--- config.mk ---
export PLATFORM = sky130hd
export DESIGN_NAME = supply_monitor_status
export DESIGN_NICKNAME = d
export VERILOG_FILES = /design/src/verilog/supply_monitor_pkg.sv /design/src/verilog/led_pattern_gen.sv /design/src/verilog/supply_monitor_status.sv
export SDC_FILE = /design/constraint.sdc
export NUM_CORES = 1
export LEC_CHECK = 0
export BUFFER_PORTS_ARGS = -buffer_cell sky130_fd_sc_hd__buf_2
export CORE_MARGIN = 1.5
export CORE_UTILIZATION = 55
export CTS_CLUSTER_DIAMETER = 100
export DETAILED_ROUTE_END_ITERATION = 12
export GPL_ROUTABILITY_DRIVEN = 0
export GPL_TIMING_DRIVEN = 0
export PLACE_DENSITY = 0.81
export SYNTH_ARGS = -nofsm -noshare
export SYNTH_HDL_FRONTEND = slang
export SYNTH_SLANG_ARGS = --single-unit
--- constraint.sdc ---
create_clock -name sys_clk -period 2.84 [get_ports sys_clk]
set_input_delay 0.142 -clock sys_clk [delete_from_list [all_inputs] [get_ports sys_clk]]
set_output_delay 0.142 -clock sys_clk [all_outputs]
set_load 0.05 [all_outputs]
--- src/verilog/supply_monitor_pkg.sv ---
package supply_monitor_pkg;

    // Measurement word width, one count is 0.1 A or 0.1 V
    localparam int MEAS_W = 16;

    // Warning limits in counts of 0.1 A and 0.1 V
    localparam logic [15:0] CUR_WARN_LIMIT = 16'h0017;
    localparam logic [15:0] BUS_V_WARN_LIMIT = 16'h002f;
    localparam logic [15:0] IO_V_WARN_LIMIT = 16'h00cc;

    // Byte offsets of the cyclic read registers
    localparam logic [2:0] OFS_STATUS = 3'h0;
    localparam logic [2:0] OFS_CURRENT = 3'h2;
    localparam logic [2:0] OFS_VOLTAGE = 3'h4;

    // Field positions inside the status register
    localparam int BUS_WARN_POS = 0;
    localparam int IO_LOW_POS = 2;

    // Reset values of the held readings and status
    localparam logic [15:0] STATUS_RESET = 16'h0000;
    localparam logic [15:0] READING_RESET = 16'h0000;

    // Function model codes seen on the model select input
    localparam logic [7:0] FM_STANDARD = 8'h00;
    localparam logic [7:0] FM_BUS_CTRL = 8'hfe;

    // Indicator time base: one tick every 50 ms at 40 MHz
    localparam int CLK_HZ = 40_000_000;
    localparam int TICK_MS = 50;
    localparam int TICK_CYC = (CLK_HZ / 1000) * TICK_MS;

    // Indicator pattern lengths, in ticks
    localparam logic [4:0] PHASE_TICKS = 5'h18;
    localparam logic [4:0] FLASH_TICKS = 5'h04;
    localparam logic [4:0] GAP_END_TICKS = 5'h08;
    localparam logic [4:0] FLASH2_END_TICKS = 5'h0c;
    localparam logic [2:0] ACT_HOLD_TICKS = 3'h4;

    // Byte and word forms of a register value
    typedef logic [7:0] unsigned_byte_type_t;
    typedef logic [15:0] unsigned_word_type_t;

    // Operating mode, Gray coded along reset, pre-run, run
    typedef enum logic [1:0] {
        reset_state = 2'b00,
        pre_run_state = 2'b01,
        run_state = 2'b11
    } op_mode_t;

    // One set of measured values
    typedef struct packed {
        logic [15:0] bus_current;
        logic [15:0] bus_voltage;
        logic [15:0] io_voltage;
    } meas_t;

    // Indicator drive, high means lit
    typedef struct packed {
        logic green;
        logic red_error;
        logic red_overload;
        logic yellow_service;
    } led_t;

endpackage : supply_monitor_pkg

--- src/verilog/led_pattern_gen.sv ---
module led_pattern_gen
    import supply_monitor_pkg::*;
#(
    parameter logic [4:0] PERIOD_TICKS = PHASE_TICKS
) (
    input wire logic sys_clk,
    input wire logic rst_n,
    input wire logic tick,
    output logic single_flash,
    output logic double_flash,
    output logic blink
);

    // Phase within one pattern period
    logic [4:0] phase_q;
    logic [4:0] phase_d;
    // Registered pattern levels
    logic single_q, single_d;
    logic double_q, double_d;
    logic blink_q, blink_d;

    // Next phase and pattern levels
    always_comb begin
        phase_d = phase_q;
        if (tick) begin
            // Wrap keeps all patterns aligned to one period
            if (phase_q == PERIOD_TICKS - 5'h01) begin
                phase_d = 5'h00;
            end else begin
                phase_d = phase_q + 5'h01;
            end
        end
        single_d = (phase_q < FLASH_TICKS);
        double_d = (phase_q < FLASH_TICKS) ||
                   ((phase_q >= GAP_END_TICKS) &&
                    (phase_q < FLASH2_END_TICKS));
        // Blink: four ticks on, four off
        blink_d = ~phase_q[2];
    end

    // Register phase and patterns
    always_ff @(posedge sys_clk) begin
        if (!rst_n) begin
            phase_q <= 5'h00;
            single_q <= 1'b0;
            double_q <= 1'b0;
            blink_q <= 1'b0;
        end else begin
            phase_q <= phase_d;
            single_q <= single_d;
            double_q <= double_d;
            blink_q <= blink_d;
        end
    end

    assign single_flash = single_q;
    assign double_flash = double_q;
    assign blink = blink_q;

endmodule : led_pattern_gen

--- src/verilog/supply_monitor_status.sv ---
module supply_monitor_status
    import supply_monitor_pkg::*;
#(
    parameter int unsigned TICK_CYCLES = TICK_CYC
) (
    input wire logic sys_clk,
    input wire logic rst_n,
    input supply_monitor_pkg::meas_t meas,
    input wire logic meas_valid,
    input supply_monitor_pkg::op_mode_t op_mode,
    input wire logic fw_invalid,
    input wire logic [7:0] func_model,
    input wire logic rd_en,
    input wire logic [2:0] rd_offset,
    output logic [15:0] rd_data,
    output logic rd_valid,
    output logic rd_error,
    input wire logic svc_rxd,
    input wire logic svc_txd,
    output supply_monitor_pkg::led_t leds
);
    import supply_monitor_pkg::*;

    // Width of the time base counter
    localparam int TICK_W = $clog2(TICK_CYCLES);

    // ---------------- Measurement and status ----------------

    // Held readings and status word
    logic [15:0] cur_q, cur_d;
    logic [15:0] volt_q, volt_d;
    logic [15:0] status_q, status_d;
    // Fault summaries for the indicators
    logic overload_q, overload_d;
    logic fault_q, fault_d;

    // Compare fresh values against the warning limits
    always_comb begin
        cur_d = cur_q;
        volt_d = volt_q;
        status_d = status_q;
        overload_d = overload_q;
        fault_d = fault_q;
        if (meas_valid) begin
            cur_d = meas.bus_current;
            volt_d = meas.bus_voltage;
            // Reserved bits stay zero
            status_d = STATUS_RESET;
            status_d[BUS_WARN_POS] =
                (meas.bus_current > CUR_WARN_LIMIT) ||
                (meas.bus_voltage < BUS_V_WARN_LIMIT);
            status_d[IO_LOW_POS] =
                (meas.io_voltage < IO_V_WARN_LIMIT);
            overload_d = (meas.bus_current > CUR_WARN_LIMIT);
            fault_d = status_d[BUS_WARN_POS] |
                      status_d[IO_LOW_POS];
        end
    end

    // Register readings and status
    always_ff @(posedge sys_clk) begin
        if (!rst_n) begin
            cur_q <= READING_RESET;
            volt_q <= READING_RESET;
            status_q <= STATUS_RESET;
            overload_q <= 1'b0;
            fault_q <= 1'b0;
        end else begin
            cur_q <= cur_d;
            volt_q <= volt_d;
            status_q <= status_d;
            overload_q <= overload_d;
            fault_q <= fault_d;
        end
    end

    // ---------------- Cyclic read port ----------------

    // Read answer registers
    logic [15:0] rd_data_q, rd_data_d;
    logic rd_valid_q, rd_valid_d;
    logic rd_error_q, rd_error_d;
    // Chosen word and its byte form
    unsigned_word_type_t word_sel;
    unsigned_byte_type_t byte_sel;
    logic hit;

    // Decode offset and shape data for the function model
    always_comb begin
        word_sel = 16'h0000;
        hit = 1'b1;
        case (rd_offset)
            OFS_STATUS: word_sel = status_q;
            OFS_CURRENT: word_sel = cur_q;
            OFS_VOLTAGE: word_sel = volt_q;
            default: hit = 1'b0;
        endcase
        // Byte model cannot show above 255 counts, so it saturates
        if (|word_sel[15:8]) begin
            byte_sel = 8'hff;
        end else begin
            byte_sel = word_sel[7:0];
        end
        rd_valid_d = rd_en;
        rd_data_d = rd_data_q;
        rd_error_d = 1'b0;
        if (rd_en) begin
            if (!hit) begin
                // Unmapped offset answers zero with an error
                rd_data_d = 16'h0000;
                rd_error_d = 1'b1;
            end else if (func_model == FM_BUS_CTRL) begin
                rd_data_d = word_sel;
            end else if (func_model == FM_STANDARD) begin
                rd_data_d = {8'h00, byte_sel};
            end else begin
                // Unknown model: refused
                rd_data_d = 16'h0000;
                rd_error_d = 1'b1;
            end
        end
    end

    // Register the answer
    always_ff @(posedge sys_clk) begin
        if (!rst_n) begin
            rd_data_q <= 16'h0000;
            rd_valid_q <= 1'b0;
            rd_error_q <= 1'b0;
        end else begin
            rd_data_q <= rd_data_d;
            rd_valid_q <= rd_valid_d;
            rd_error_q <= rd_error_d;
        end
    end

    assign rd_data = rd_data_q;
    assign rd_valid = rd_valid_q;
    assign rd_error = rd_error_q;

    // ---------------- Time base and service activity ----------------

    // Tick divider and pin synchronisers
    logic [TICK_W-1:0] tick_cnt_q, tick_cnt_d;
    logic tick_q, tick_d;
    logic [1:0] rx_sync_q, tx_sync_q;
    logic rx_prev_q, tx_prev_q;
    logic [2:0] hold_q, hold_d;
    logic activity;

    // Edge on either service line restarts the hold time
    assign activity = (rx_sync_q[1] ^ rx_prev_q) |
                      (tx_sync_q[1] ^ tx_prev_q);

    // Next divider and hold values
    always_comb begin
        tick_d = 1'b0;
        if (tick_cnt_q == TICK_W'(TICK_CYCLES - 1)) begin
            tick_cnt_d = '0;
            tick_d = 1'b1;
        end else begin
            tick_cnt_d = tick_cnt_q + TICK_W'(1);
        end
        hold_d = hold_q;
        // New traffic wins over the countdown
        if (activity) begin
            hold_d = ACT_HOLD_TICKS;
        end else if (tick_q && (hold_q != 3'h0)) begin
            hold_d = hold_q - 3'h1;
        end
    end

    // Register divider, synchronisers and hold
    always_ff @(posedge sys_clk) begin
        if (!rst_n) begin
            tick_cnt_q <= '0;
            tick_q <= 1'b0;
            rx_sync_q <= 2'b11;
            tx_sync_q <= 2'b11;
            rx_prev_q <= 1'b1;
            tx_prev_q <= 1'b1;
            hold_q <= 3'h0;
        end else begin
            tick_cnt_q <= tick_cnt_d;
            tick_q <= tick_d;
            // First stage read only by the second
            rx_sync_q <= {rx_sync_q[0], svc_rxd};
            tx_sync_q <= {tx_sync_q[0], svc_txd};
            rx_prev_q <= rx_sync_q[1];
            tx_prev_q <= tx_sync_q[1];
            hold_q <= hold_d;
        end
    end

    // ---------------- Indicators ----------------

    // Shared flash patterns
    logic pat_single, pat_double, pat_blink;
    led_t leds_q, leds_d;

    led_pattern_gen #(
        .PERIOD_TICKS(PHASE_TICKS)
    ) u_patterns (
        .sys_clk(sys_clk),
        .rst_n(rst_n),
        .tick(tick_q),
        .single_flash(pat_single),
        .double_flash(pat_double),
        .blink(pat_blink)
    );

    // Select each indicator level
    always_comb begin
        leds_d.red_overload = overload_q;
        leds_d.yellow_service = (hold_q != 3'h0);
        if (fw_invalid) begin
            leds_d.red_error = 1'b1;
            leds_d.green = pat_single;
        end else begin
            leds_d.red_error = fault_q & pat_double;
            case (op_mode)
                reset_state: leds_d.green = pat_single;
                pre_run_state: leds_d.green = pat_blink;
                run_state: leds_d.green = 1'b1;
                default: leds_d.green = 1'b0;
            endcase
        end
    end

    // Register indicators, all dark in reset
    always_ff @(posedge sys_clk) begin
        if (!rst_n) begin
            leds_q <= '0;
        end else begin
            leds_q <= leds_d;
        end
    end

    assign leds = leds_q;
endmodule : supply_monitor_status

Yosys cells after proc, flatten, opt, wreduce, memory -nomap -nowiden
Index checks and enable logic that the tools add are counted.
- flip-flop bits (word level): 97
- bits in latches: 0
- RAM bits: 0
- bits in read-only memories: 0
- input port bits: 68
- output and inout bits: 22
- logic and storage cells: 76
- memories kept: 0
- add/subtract/negate cells: 3
- multiply operators: 0
- div/mod/pow operators: 0
- magnitude comparators: 6
- equality and inequality tests: 7
- shifts and indexed selects: 0
- multiplexer cells: 15
- bitwise operators: 7
- reductions and logical operators: 14
- operators by type and width (kind ; count):
    $pmux 16 s3 ; 1
    $mux 16 ; 2
    $add 21x1->21 const B ; 1
    $eq 21x21->1 const B ; 1
    $gt 16x5->1 const B ; 1
    $lt 16x6->1 const B ; 1
    $lt 16x8->1 const B ; 1
    $mux 8 ; 2
    $eq 8x8->1 const B ; 1
    $logic_not 8->1 ; 1
    $reduce_or 8->1 ; 1
    $mux 3 ; 2
    $add 5x1->5 const B ; 1
    $eq 5x5->1 const B ; 1
    $ge 5x4->1 const B ; 1
    $lt 5x3->1 const B ; 1
    $lt 5x4->1 const B ; 1
    $mux 1 ; 5
    $mux 5 ; 1
    $reduce_or 2->1 ; 2
    $eq 3x2->1 const B ; 1
    $eq 3x3->1 const B ; 1
    $logic_not 3->1 ; 1
    $pmux 1 s3 ; 1
    15 further kinds ; 20

Logic depth before layout (Yosys ltp)
- depth after elaboration: 7
- depth in mapped cells: 7
- depth with buffers taken out: 6

By module
Synthesis repeated with hierarchy kept, for this count alone.
- cells, all modules: 421
- area total of the unflattened synthesis: 4060.1 µm²
- by module, submodules not included (module ; times used ; cells an instance ; area each (µm²) ; seq. area each (µm²)):
    supply_monitor_status ; 1 ; 390 ; 3741.1 ; 1781.7
    led_pattern_gen ; 1 ; 31 ; 319.1 ; 160.2

Worst setup path before layout
OpenSTA, ideal clock, no wires.
- kind: register -> register
- from: register tick_cnt_q[0]
- to: register tick_cnt_q[13]
- setup time: 0.117 ns
- data arrival time: 1.453 ns
- slack: 1.270 ns
- cell stages (with the launch flop): 8
- buffers on the path: 1
- period minus slack after synthesis: 1.570 ns
- path through: dfxtp_1 > ha_1 > nand3_1 > nor3_1 > and4_1 > nand2b_1 > buf_2 > nor2_1
- cells in the longest elaborated chain, start to end: 2
- elaborated cells between the ends (all ways): 3
- classes of those cells: 1 x add/sub; 1 x eq/ne; 1 x reduce/logical
- RTL lines (element ; RTL line ; source):
    start: declaration ; supply_monitor_status.sv:144 ; logic [TICK_W-1:0] tick_cnt_q, tick_cnt_d;
    start signal: assignment ; supply_monitor_status.sv:184 ; tick_cnt_q <= tick_cnt_d;
    parallel branches: the longest is 2 deep, another holds $add 21x1->21 ; -- ;
Several ways; the timed one is not identified.
A chain may end at the register's enable or synchronous reset.

Final worst setup path
- from: register tick_cnt_q[0]
- to: register tick_cnt_q[9]
Same word-level chain as after synthesis.

==> impl_metrics.toml <==
[cells_and_area]
seqCellArea_sq_um = 1940
synthToLayoutAreaGrowth_pct = 19.5
instances_no_fill = 628
mostFrequentLayoutCell = "dfxtp_1"
fin_nets = 599
layout-drive-gt1-share_pct = 22.2
fill_cells = 578
final_cell_mix = "dfxtp_1, buf_2, nor2_1"
multi_input_area_sq_um = 1910
antenna_cells = 0

[synth]
ys.warnings.count = 0
yosysSeqAreaShare_pct = 48.5
synth.avg_cell_area_sq_um = 9.39
synth-edff-count = 0
ys.flop_type = "dfxtp_1"
synth_area_sq_um = 4010
syn_nets = 499
synth_cells = 427
synthArstFlopShare_pct = 0
yosysUniqueCellTypes = 44
synth-seq-cells = 97

[clocking]
clock-sinks = 97
cts_buffer_depth = 2
cts_tree = "built"
clock_latency_ns = 0.36
cts.reportedPaths.clkPinSlew_ns = 0.09
post_cts_buffers = 0
numCtsBuffers = 9
cts-root-buf = "clkbuf_8"
htree_levels = 3

[drt]
wl_met3_microns = 350
drt_iter0_drc = 126
drcViolationCount = 0
wire_per_inst_microns = 14.5
postRouteAntennaNets = 0
wl_met2_mm = 4.26
totalWireLength_mm = 9.08
drt-pass1-iter-count = 4
via_per_inst = 5.40
vias = 3393
routed.top_layer = "met4"
met1_length_mm = 4.28

[setup_path]
worstPathMaxFanout = 10
startpoint = "tick_cnt_q[0]"
arrival_ns = 2.19
worstPathCellList = "ha_1, nand3_1, nor3_1, and4_1, nand2b_1, buf_2, nor2_1"
worstSetupPathType = "reg -> reg"
rr_worst_depth = 7
worst_path_max_delay_cell = "dfxtp_1"
cp-end-kind = "flip-flop"
crit_required_ns = 3.09
r2r_start = "tick_cnt_q[0]"
start_kind = "flip-flop"
cpPeakStageDelay_ns = 0.39

[sta]
slew-limit-headroom_pct = 61.7
fin_setup_tns_ns = 0
whs_ns = 0.0248
worst_pin_slew_ns = 0.570
setup_viol = 0
fin_skew_ns = 0.00919
max_clock_freq_mhz = 516
final_max_slew_viol_count = 0
hold_viol_final = 0
finalCriticalPeriod_ns = 1.94
rsz0062_at_grt = "no"
min_period_over_period_pct = 68.2

[floorplanning]
fp.dieArea_sq_um = 7810
start_util_pct = 58.0
rows = 30
core_sq_um = 6910
die_w_microns = 88.4
ios = 90
die_h_microns = 88.4

[power]
powerDensity_nw_per_um2 = 540
p_leak_uw = 0.00200
irDropWorstVdd_mv = 0.244

[placed_design]
placed_cells = 610
placement.io_buffers = 87
dp_hpwl_mm = 6.92

[global_routing]
gr-usage-all-layers_pct = 24.5
grt_max_degree = 17
grt_pass1_vias = 3277
gr-total-overflow = 0
grt_pass1_wl_mm = 14.8
grt_antenna_before_repair = 0

[hold_path]
min_path_cells = 3
worst_hold_path_type = "in -> reg"
hp-start = "meas[33]"

[run_status]
status = "finished clean"

[flow_run]
cap_viol_max_count = 0
-- worst max-delay path, delay by kind of cell (launching register included) --
family | cells | cell delay [ns]
simple gates | 5 | 1.01
flops | 1 | 0.39
buf+inv | 1 | 0.24
fa+ha+maj | 1 | 0.20
-- path summary, 6_finish.rpt --
path / endpoint / slack (ns)
worst max register to register: tick_cnt_q[9] / 0.90
worst min register to register: rx_sync_q[1] / 0.43
worst max-delay path: tick_cnt_q[9] / 0.90
worst min-delay path: cur_q[1] / 0.02
-- registers in the layout, summed over array words and instances, names as in the netlist, 2 cells and up --
signal,count
cur_q,16
hold_q,3
leds,4
rd_data,16
rx_sync_q,2
status_q,2
tick_cnt_q,21
tx_sync_q,2
u_patterns.phase_q,5
volt_q,16
-- metrics by stage --
stage               utilization, %  instance area, sq um  total power [uW]  worst slack [ns]
detailed placement            66.1                  4560              1700             0.907
CTS                           69.3                  4790              2600             0.898
floorplan                        -                  4010              1600              1.27
finish                        69.3                  4790              2590             0.902
global route                  69.3                  4790              2690             0.740
global placement              66.1                  4560              1690             0.997
-- cell usage after synthesis (all sizes together) (3+ instances only) --
master	number	area, sq um
dfxtp	97	1940
nor2	69	259
mux2i	34	340
nand2	23	86.3
inv	15	56.3
nand3	15	75.1
xor2	15	131
and2	14	87.6
a21oi	13	65.1
buf	10	66.3
nand2b	10	62.6
clkbuf	9	33.8
nand4	9	62.6
nor2b	9	56.3
o211ai	9	67.6
a32oi	8	85.1
nor4	8	50.1
o22ai	8	50.1
xnor2	8	70.1
a22oi	6	45.0
nor3	6	30.0
o21ai	5	36.3
ha	4	50.1
and4	3	26.3
nand4b	3	26.3
nor4b	3	26.3
-- power breakdown --
part	internal, uW	total [uW]	switching (uW)
Sequential	1410	1430	25.3
Clock	438	918	480
Combinational	103	237	135
-- per-layer routing --
metal / vias to the layer above / track usage (%)
met5: - / 0
met4: 0 / 9.38
met3: 16 / 3.73
met2: 95 / 41.8
met1: 1591 / 31.5
li1: 1691 / -
-- cell type report --
type,count,area share (%)
Sequential cell,97,40.6
Multi-Input combinational cell,296,39.9
Timing Repair Buffer,89,9.51
Clock buffer,11,2.95
Tap cell,96,2.51
Buffer,19,2.09
Clock inverter,5,1.31
Inverter,15,1.18
-- cell families after synthesis --
group	synth area share, %
fa+ha+maj	1.25
buf+inv	3.90
simple gates	22.4
flops	48.5
compound gates	10.2
mux	8.77
xor+xnor	5.03
-- what timing repair did --
item,in CTS,in global routing
hold buffers,2,0
gates resized for setup,0,0
hold endpoints to repair,2,0
(Power assumes the default switching activity.)
